<file path="config.mk">
export PLATFORM = sky130hd
export DESIGN_NAME = vertex_buffer_write_unpack
export DESIGN_NICKNAME = d
export VERILOG_FILES = /design/src/common/vbw_pkg.sv /design/src/rtl/transpose_row.sv /design/src/rtl/vertex_buffer_write_unpack.sv
export SDC_FILE = /design/constraint.sdc
export NUM_CORES = 2
export LEC_CHECK = 0
export BUFFER_PORTS_ARGS = -buffer_cell sky130_fd_sc_hd__buf_4
export CAP_MARGIN = 20
export CORE_MARGIN = 2
export CORE_UTILIZATION = 30
export CTS_CLUSTER_DIAMETER = 30
export CTS_CLUSTER_SIZE = 10
export DETAILED_ROUTE_END_ITERATION = 7
export PLACE_DENSITY_LB_ADDON = 0.05
export SYNTH_ARGS = -nofsm -noshare
export SYNTH_HDL_FRONTEND = slang
export SYNTH_SLANG_ARGS = --single-unit
</file>
<file path="constraint.sdc">
create_clock -name clk -period 5.5 [get_ports clk]
set_clock_uncertainty 0.15 [all_clocks]
set_input_delay 0.55 -clock clk [delete_from_list [all_inputs] [get_ports clk]]
set_output_delay 0.55 -clock clk [all_outputs]
set_load 0.05 [all_outputs]
</file>
<file path="src/common/vbw_pkg.sv">
// Purpose: Shared constants and carriers for the vertex buffer write unpacker.
// Assumes: Payload registers of eight 32-bit dwords, one register per beat.
package vbw_pkg;

  localparam int DW_W        = 32;
  localparam int LANES       = 8;
  localparam int HALF_LANES  = 4;
  localparam int HANDLE_W    = 16;
  localparam int ROW_W       = DW_W * LANES;
  localparam int GROUP_ROWS  = 3;
  localparam int ROWS_PER_GROUP = 4;
  localparam int TAG_LSB     = 16;
  localparam int HANDLE_LSB  = 0;
  localparam int ZERO_LANE_LO = 2;
  localparam int ZERO_LANE_HI = 6;
  localparam logic [7:0] ALL_LANES = 8'hff;

  typedef enum logic [1:0]
  {
    SWZ_PLAIN      = 2'h0,
    SWZ_INTERLEAVE = 2'h1,
    SWZ_TRANSPOSE  = 2'h2
  } swizzle_type;

  typedef enum logic [1:0]
  {
    ST_IDLE  = 2'b00,
    ST_DATA  = 2'b01,
    ST_WBACK = 2'b11
  } state_type;

  // Message header fields the block uses
  typedef struct packed
  {
    swizzle_type           mode;
    logic                  allocate;
    logic [HANDLE_W-1:0]   handle0;
    logic [HANDLE_W-1:0]   tag0;
    logic [HANDLE_W-1:0]   handle1;
    logic [7:0]            chanEn;
  } header_type;

  // One buffer write: entry handle, row offset, lane enables and data
  typedef struct packed
  {
    logic [HANDLE_W-1:0]   handle;
    logic [HANDLE_W-1:0]   row;
    logic [LANES-1:0]      laneEn;
    logic [ROW_W-1:0]      data;
  } bufwrite_type;

endpackage

</file>
<file path="src/rtl/transpose_row.sv">
// Purpose: Builds one transposed destination row from three source rows.
// Assumes: Rows of eight dwords, column pair selected by colPair.
// Notes:   Purely combinational.
`timescale 1ns/100ps
`default_nettype none
module transpose_row
  import vbw_pkg::*;
(
  // Source rows and column pair
  input  wire logic [ROW_W-1:0] row0,
  input  wire logic [ROW_W-1:0] row1,
  input  wire logic [ROW_W-1:0] row2,
  input  wire logic [1:0]       colPair,
  // Result
  output logic      [ROW_W-1:0] rowOut
);

  // Even column to low half, odd to high half, zero lane inserted
  always_comb
  begin
    rowOut = '0;
    for (int h = 0; h < 2; h++)
    begin
      rowOut[(h*4+0)*DW_W +: DW_W] = row0[({colPair, 1'b0} + 3'(h))*DW_W +: DW_W];
      rowOut[(h*4+1)*DW_W +: DW_W] = row1[({colPair, 1'b0} + 3'(h))*DW_W +: DW_W];
      rowOut[(h*4+2)*DW_W +: DW_W] = '0;
      rowOut[(h*4+3)*DW_W +: DW_W] = row2[({colPair, 1'b0} + 3'(h))*DW_W +: DW_W];
    end
  end

endmodule
`default_nettype wire

</file>
<file path="src/rtl/vertex_buffer_write_unpack.sv">
// Purpose: Unpacks write message payloads into shared return buffer rows.
// Assumes: One header beat, then payload beats; sender keeps its own rules.
// Notes:   Transpose collects three rows, then emits four output rows.
`timescale 1ns/100ps
`default_nettype none
module vertex_buffer_write_unpack
  import vbw_pkg::*;
(
  // Clock and reset
  input  wire logic                clk,
  input  wire logic                srst,
  // Message input
  input  wire logic                hdrValid,
  input  wire header_type          hdr,
  input  wire logic                beatValid,
  input  wire logic                beatLast,
  input  wire logic [ROW_W-1:0]    beatData,
  output logic                     msgReady,
  // Buffer write port
  output logic                     wrValid,
  output bufwrite_type             wr,
  // Allocate writeback
  output logic                     wbValid,
  output logic [ROW_W-1:0]         wbData,
  // Status
  output logic                     busy
);

  // ----------------------------------------------------------------
  // Helpers
  // ----------------------------------------------------------------

  // Half of a lane mask picked for one vertex
  function automatic logic [LANES-1:0] halfMask(input logic [LANES-1:0] en, input logic hi);
    halfMask = hi ? {en[7:4], 4'h0} : {4'h0, en[3:0]};
  endfunction

  // ----------------------------------------------------------------
  // State
  // ----------------------------------------------------------------

  state_type            state_r, state_nxt;
  header_type           hdr_r, hdr_nxt;
  logic [HANDLE_W-1:0]  beatIdx_r, beatIdx_nxt;  // Beats taken this message
  logic [HANDLE_W-1:0]  group_r, group_nxt;      // Transpose group number
  logic [1:0]           srcCnt_r, srcCnt_nxt;    // Rows held in group
  logic [1:0]           outCnt_r, outCnt_nxt;    // Rows emitted from group
  logic                 emitting_r, emitting_nxt;
  logic                 lastSeen_r, lastSeen_nxt;
  logic                 interSecond_r, interSecond_nxt; // Vertex 1 half pending
  logic [ROW_W-1:0]     src0_r, src0_nxt;
  logic [ROW_W-1:0]     src1_r, src1_nxt;
  logic [ROW_W-1:0]     src2_r, src2_nxt;
  logic                 wrValid_r, wrValid_nxt;
  bufwrite_type         wr_r, wr_nxt;
  logic                 wbValid_r, wbValid_nxt;
  logic [ROW_W-1:0]     wbData_r, wbData_nxt;
  logic [ROW_W-1:0]     tRow;

  transpose_row u_tr
  (
    .row0    (src0_r),
    .row1    (src1_r),
    .row2    (src2_r),
    .colPair (outCnt_r),
    .rowOut  (tRow)
  );

  // Ready only when no internal expansion is pending
  assign msgReady = (state_r == ST_IDLE) ||
                    (state_r == ST_DATA && !emitting_r && !interSecond_r && !lastSeen_r);
  assign wrValid  = wrValid_r;
  assign wr       = wr_r;
  assign wbValid  = wbValid_r;
  assign wbData   = wbData_r;
  assign busy     = (state_r != ST_IDLE);

  // ----------------------------------------------------------------
  // Next-state logic
  // ----------------------------------------------------------------

  always_comb
  begin
    state_nxt       = state_r;
    hdr_nxt         = hdr_r;
    beatIdx_nxt     = beatIdx_r;
    group_nxt       = group_r;
    srcCnt_nxt      = srcCnt_r;
    outCnt_nxt      = outCnt_r;
    emitting_nxt    = emitting_r;
    lastSeen_nxt    = lastSeen_r;
    interSecond_nxt = interSecond_r;
    src0_nxt        = src0_r;
    src1_nxt        = src1_r;
    src2_nxt        = src2_r;
    wrValid_nxt     = 1'b0;
    wr_nxt          = wr_r;
    wbValid_nxt     = 1'b0;
    wbData_nxt      = wbData_r;
    case (state_r)
      ST_IDLE:
      begin
        if (hdrValid)
        begin
          hdr_nxt         = hdr;
          beatIdx_nxt     = '0;
          group_nxt       = '0;
          srcCnt_nxt      = '0;
          outCnt_nxt      = '0;
          emitting_nxt    = 1'b0;
          lastSeen_nxt    = 1'b0;
          interSecond_nxt = 1'b0;
          state_nxt       = ST_DATA;
        end
      end
      ST_DATA:
      begin
        if (emitting_r)
        begin
          // Emit one transposed row per cycle, all lanes written
          wrValid_nxt = 1'b1;
          wr_nxt.handle = hdr_r.handle0;
          wr_nxt.row    = HANDLE_W'(group_r * ROWS_PER_GROUP) + HANDLE_W'(outCnt_r);
          wr_nxt.laneEn = ALL_LANES;
          wr_nxt.data   = tRow;
          outCnt_nxt    = outCnt_r + 2'd1;
          if (outCnt_r == 2'(ROWS_PER_GROUP - 1))
          begin
            emitting_nxt = 1'b0;
            group_nxt    = group_r + 16'h0001;
          end
        end
        else if (interSecond_r)
        begin
          // Vertex 1 half of the current register
          wrValid_nxt     = 1'b1;
          wr_nxt.handle   = hdr_r.handle1;
          wr_nxt.laneEn   = halfMask(hdr_r.chanEn, 1'b1);
          interSecond_nxt = 1'b0;
        end
        else if (lastSeen_r)
        begin
          lastSeen_nxt = 1'b0;
          state_nxt    = hdr_r.allocate ? ST_WBACK : ST_IDLE;
        end
        else if (beatValid)
        begin
          beatIdx_nxt  = beatIdx_r + 16'h0001;
          lastSeen_nxt = beatLast;
          case (hdr_r.mode)
            SWZ_INTERLEAVE:
            begin
              // Low dwords belong to vertex 0, high dwords to vertex 1
              wrValid_nxt     = 1'b1;
              wr_nxt.handle   = hdr_r.handle0;
              wr_nxt.row      = beatIdx_r;
              wr_nxt.laneEn   = halfMask(hdr_r.chanEn, 1'b0);
              wr_nxt.data     = beatData;
              interSecond_nxt = 1'b1;
            end
            SWZ_TRANSPOSE:
            begin
              // Gather three source rows, then expand to four
              case (srcCnt_r)
                2'd0:    src0_nxt = beatData;
                2'd1:    src1_nxt = beatData;
                default: src2_nxt = beatData;
              endcase
              if (srcCnt_r == 2'(GROUP_ROWS - 1))
              begin
                srcCnt_nxt   = '0;
                outCnt_nxt   = '0;
                emitting_nxt = 1'b1;
              end
              else
              begin
                srcCnt_nxt = srcCnt_r + 2'd1;
              end
            end
            default:
            begin
              // Linear copy into one entry
              wrValid_nxt   = 1'b1;
              wr_nxt.handle = hdr_r.handle0;
              wr_nxt.row    = beatIdx_r;
              wr_nxt.laneEn = ALL_LANES;
              wr_nxt.data   = beatData;
            end
          endcase
        end
      end
      ST_WBACK:
      begin
        wbValid_nxt = 1'b1;
        wbData_nxt  = '0;
        wbData_nxt[TAG_LSB +: HANDLE_W]    = hdr_r.tag0;
        wbData_nxt[HANDLE_LSB +: HANDLE_W] = hdr_r.handle0;
        state_nxt   = ST_IDLE;
      end
      default:
      begin
        state_nxt = ST_IDLE;
      end
    endcase
  end

  // Registers
  always_ff @(posedge clk)
  begin
    if (srst)
    begin
      state_r       <= ST_IDLE;
      hdr_r         <= '0;
      beatIdx_r     <= '0;
      group_r       <= '0;
      srcCnt_r      <= '0;
      outCnt_r      <= '0;
      emitting_r    <= 1'b0;
      lastSeen_r    <= 1'b0;
      interSecond_r <= 1'b0;
      src0_r        <= '0;
      src1_r        <= '0;
      src2_r        <= '0;
      wrValid_r     <= 1'b0;
      wr_r          <= '0;
      wbValid_r     <= 1'b0;
      wbData_r      <= '0;
    end
    else
    begin
      state_r       <= state_nxt;
      hdr_r         <= hdr_nxt;
      beatIdx_r     <= beatIdx_nxt;
      group_r       <= group_nxt;
      srcCnt_r      <= srcCnt_nxt;
      outCnt_r      <= outCnt_nxt;
      emitting_r    <= emitting_nxt;
      lastSeen_r    <= lastSeen_nxt;
      interSecond_r <= interSecond_nxt;
      src0_r        <= src0_nxt;
      src1_r        <= src1_nxt;
      src2_r        <= src2_nxt;
      wrValid_r     <= wrValid_nxt;
      wr_r          <= wr_nxt;
      wbValid_r     <= wbValid_nxt;
      wbData_r      <= wbData_nxt;
    end
  end

  // ----------------------------------------------------------------
  // Assertions
  // ----------------------------------------------------------------

  a_interleave_lo_mask: assert property (@(posedge clk) disable iff (srst)
    (wrValid && wr.handle == hdr_r.handle0 && hdr_r.mode == SWZ_INTERLEAVE)
      |-> wr.laneEn == {4'h0, hdr_r.chanEn[3:0]})
    else $error("interleave vertex 0 mask wrong");
  a_interleave_pair: assert property (@(posedge clk) disable iff (srst)
    (state_r == ST_DATA && msgReady && beatValid && hdr_r.mode == SWZ_INTERLEAVE)
      |=> wrValid && wr.data == $past(beatData) ##1 wrValid && wr.handle == hdr_r.handle1)
    else $error("interleave halves not paired");
  a_transpose_all: assert property (@(posedge clk) disable iff (srst)
    (wrValid && hdr_r.mode == SWZ_TRANSPOSE) |-> wr.laneEn == ALL_LANES)
    else $error("transpose write not all lanes");
  a_transpose_zero: assert property (@(posedge clk) disable iff (srst)
    (wrValid && hdr_r.mode == SWZ_TRANSPOSE)
      |-> wr.data[ZERO_LANE_LO*DW_W +: DW_W] == '0 && wr.data[ZERO_LANE_HI*DW_W +: DW_W] == '0)
    else $error("transpose zero lane not zero");
  a_transpose_burst: assert property (@(posedge clk) disable iff (srst)
    $rose(emitting_r) |=> wrValid[*4] ##1 !wrValid)
    else $error("transpose group not four rows");
  a_transpose_lane0: assert property (@(posedge clk) disable iff (srst)
    (emitting_r) |=> wr.data[0 +: DW_W] == $past(src0_r[{outCnt_r, 1'b0}*DW_W +: DW_W]))
    else $error("transpose lane 0 wrong");
  a_wback_only_alloc: assert property (@(posedge clk) disable iff (srst)
    wbValid |-> hdr_r.allocate)
    else $error("writeback without allocate");
  a_wback_layout: assert property (@(posedge clk) disable iff (srst)
    wbValid |-> wbData[31:0] == {hdr_r.tag0, hdr_r.handle0} && wbData[ROW_W-1:DW_W] == '0)
    else $error("writeback layout wrong");
  a_plain_linear: assert property (@(posedge clk) disable iff (srst)
    (state_r == ST_DATA && msgReady && beatValid && hdr_r.mode == SWZ_PLAIN)
      |=> wrValid && wr.row == $past(beatIdx_r) && wr.laneEn == ALL_LANES)
    else $error("plain write not linear");

  c_interleave: cover property (@(posedge clk) wrValid && hdr_r.mode == SWZ_INTERLEAVE);
  c_transpose:  cover property (@(posedge clk) wrValid && hdr_r.mode == SWZ_TRANSPOSE && group_r == 16'h0001);
  c_plain:      cover property (@(posedge clk) wrValid && hdr_r.mode == SWZ_PLAIN);
  c_wback:      cover property (@(posedge clk) wbValid);

endmodule
`default_nettype wire
</file>
==> run summary <==
FINAL LAYOUT
-------------------------------------------------------------------------------------
Area growth syn-to-layout                                                       43.5%
Area of all placed cells without fillers                                   70100 um^2
Total Nets Final                                                                 7083
Layout filler cell count                                                        16152
Layout cells sized above 1                                                      0.213

GLOBAL ROUTING
-------------------------------------------------------------------------------------
Global-route wire length before repair                                         303 mm
Sum of overflow across all layers after global routing                              0
Vias in the first global route                                                  43980
Initial antenna violation count                                                     9
Maximum number of pins on one net before global-route repair                      171
Gr usage total                                                                  0.244

PLACED DESIGN
-------------------------------------------------------------------------------------
Number of buffer cells added on primary ports                                     651
Post-DP Area                                                               54800 um^2
Setup slack after placement                                                   2040 ps
Routability-driven placement congestion ratio                                   0.786
Detailed-placement wirelength estimate                                         139 mm

MIN PATH
-------------------------------------------------------------------------------------
Hold path start                                                          beatData[212]
Hold path depth                                                                     3
Endpoint, Worst Hold                                                          wr[212]
Worst min-delay path category                                               in -> reg

TIMING
-------------------------------------------------------------------------------------
Total Neg Setup Slack                                                            0 ps
Final worst path period need                                                  3210 ps
Max Fclk                                                                    0.311 GHz
Transition time of the tightest slew-check pin                                1030 ps
Slew HR                                                                         0.315
Final setup margin                                                            2290 ps
Setup violators final                                                               0
Final period util                                                               0.585
Final hold violation count                                                          0
Setup repair after global routing missed its margin                             false
Final max-slew violation count                                                      0

WORST SETUP PATH
-------------------------------------------------------------------------------------
Worst reg2reg startpoint                                                   lastSeen_r
Crit end category                                                                flop
CP Launch Type                                                             input port
Length in cells of the worst reg-to-reg path                                        5
Critical setup path kind                                                    in -> reg
Peak fanout along the critical path                                                44
Reg-to-reg setup timing slack                                                 2300 ps
Required @ worst endpoint                                                     6150 ps
Critical R2R Capture                                                          wr[123]
Crit path DAT                                                                 3870 ps

FLOORPLAN
-------------------------------------------------------------------------------------
Horizontal die dimension                                                       408 um
Number of ports placed on the die boundary                                        876
Area of the placeable core                                                162000 um^2
Placement Rows                                                                    148
Initial cell density of the core                                                0.301
Die area                                                                  166000 um^2
Die height                                                                     408 um

PWR
-------------------------------------------------------------------------------------
Total chip power                                                             0.0319 W
Largest vdd supply drop                                                    0.000332 V
Power per unit of standard cell area                                      454 nW/um^2
Leak pwr                                                                      26.3 nW

CLOCK NETWORK
-------------------------------------------------------------------------------------
Worst skew pair latency                                                        910 ps
Post-cts resize count                                                               0
Maximum clock path buffer count                                                     4
Number of buffers inserted for hold repair after clock tree synthesis             343
Depth of the CTS H-tree                                                             5
Clock tree root driver cell                                                 clkbuf_16
Number of buffers added by the clock tree synthesis step                          348
Clock tree from TritonCTS                                                         yes
Clock-pin slew of the registers on the worst-case setup and hold paths          40 ps
Post-CTS setup buffer count                                                         0
Total clock sinks                                                                1196

OUTCOME
-------------------------------------------------------------------------------------
Status                                                                   complete, no violations

ROUTING
-------------------------------------------------------------------------------------
# DRC                                                                               0
Via Count                                                                       44956
Avg WL per Cell                                                               22.7 um
Via/cell ratio                                                                   4.88
Routed wire length                                                             209 mm
Drt pass-1 iters                                                                    5
Number of routed nets with antenna violations                                       0
Drt initial violations                                                           3174

LOGIC SYNTHESIS
-------------------------------------------------------------------------------------
Count of warnings emitted by yosys                                                  0
Yosys top cell by area                                                        dfxtp_1
Number of distinct library cells after synthesis                                   55
Average size of a mapped cell                                               8.37 um^2
Most frequent cell after synthesis                                            nand2_1
Fraction of post-synthesis cell area in the top cell type by area               0.490
Async SR Flop Fraction                                                              0
Synth Cell Area                                                            48900 um^2
Main area contributors after synthesis                                   dfxtp_1 (49%), nand2_1 (13%), a21oi_1 (11%)
Primary FF master, synth                                                      dfxtp_1
Total of flip-flops plus latches after synthesis                                 1196
Most frequent cells after synthesis                                      nand2_1 (1741), dfxtp_1 (1196), a21oi_1 (1114)
Number of enable flip-flop cells after synthesis                                    0
Number of instances in the synthesized netlist                                   5837
Sequential element share of the synthesized area                                0.490

RUN
-------------------------------------------------------------------------------------
Count of max-cap constraint violations                                              0

[final cells by class]
cell class                 instances  area [um^2]  share of cell area
clock buffer                     461         9820               0.140
tap                             2175         2720              0.0388
timing repair buffer            1064         9220               0.131
antenna                            9         22.5            0.000321
inverter                           7         26.3            0.000375
clock inverter                   149         2090              0.0298
sequential                      1196        24000               0.342
multi-input combinational       4143        22300               0.318
[cell families after synthesis]
family / Yosys count / synth area share
mux: 226 / 0.0954
simple gates: 2415 / 0.200
compound gates: 1265 / 0.139
xor+xnor: 10 / 0.00179
other cells: 1 / 0.0000767
fa+ha+maj: 3 / 0.000768
buf+inv: 721 / 0.0736
flops: 1196 / 0.490
[critical path: stages]
cell	delay [ps]
dlygate4sd3_1	580
buf_4	150
nor2b_1	660
a31o_4	750
buf_4	590
a21oi_1	150
nor4_1	320
[state kept, by name, indices dropped and copies added, names as in the netlist]
name           flops
wr               296
src0_r           256
src1_r           256
src2_r           256
hdr_r             59
wbData            32
beatIdx_r         16
group_r           14
outCnt_r           2
srcCnt_r           2
state_r            2
emitting_r         1
interSecond_r      1
lastSeen_r         1
wbValid            1
wrValid            1
[per-layer routing]
| metal | wire length (um) | vias up | share of wire | GRT usage |
|---|---|---|---|---|
| met1 | 93400 | 22044 | 0.45 | 0.323 |
| li1 | - | 21362 | - | - |
| met4 | 4630 | 2 | 0.022 | 0.0716 |
| met2 | 96700 | 1288 | 0.46 | 0.387 |
| met5 | 13 | - | 0.000062 | 0 |
| met3 | 14100 | 260 | 0.068 | 0.0671 |
[per-stage QoR]
step	util	hold WS [ps]	instances
after global routing	0.432	262	9195
after CTS	0.432	217	9195
after detailed placement	0.338	293	8242
after floorplan	-	282	6060
final	0.432	286	9204
after global placement	0.338	289	8242
[power breakdown]
part           internal [W]  switching [W]
sequential          0.00889       0.000124
clock                0.0146        0.00575
combinational      0.000697        0.00179
[placed cells by master, fill, tap and decap left out, drive strengths merged, types with 44 or more instances in the layout]
master,count
a22o,64
dlygate4sd3,343
clkbuf,461
buf,721
a211oi,44
bufinv,49
nand2,1741
nor2,408
nor4,193
mux4,192
conb,224
a21oi,1114
clkinv,74
dfxtp,1196
[worst max path at each step]
stage                from             to
2_1_floorplan    hdrValid  beatIdx_r[10]
3_3_place_gp    beatValid        wr[125]
3_5_place_dp    beatValid         wr[26]
4_1_cts        lastSeen_r        wr[123]
5_1_grt        lastSeen_r        wr[123]
6_report        beatValid        wr[123]
Note: power is estimated with default switching activity, not from simulation.
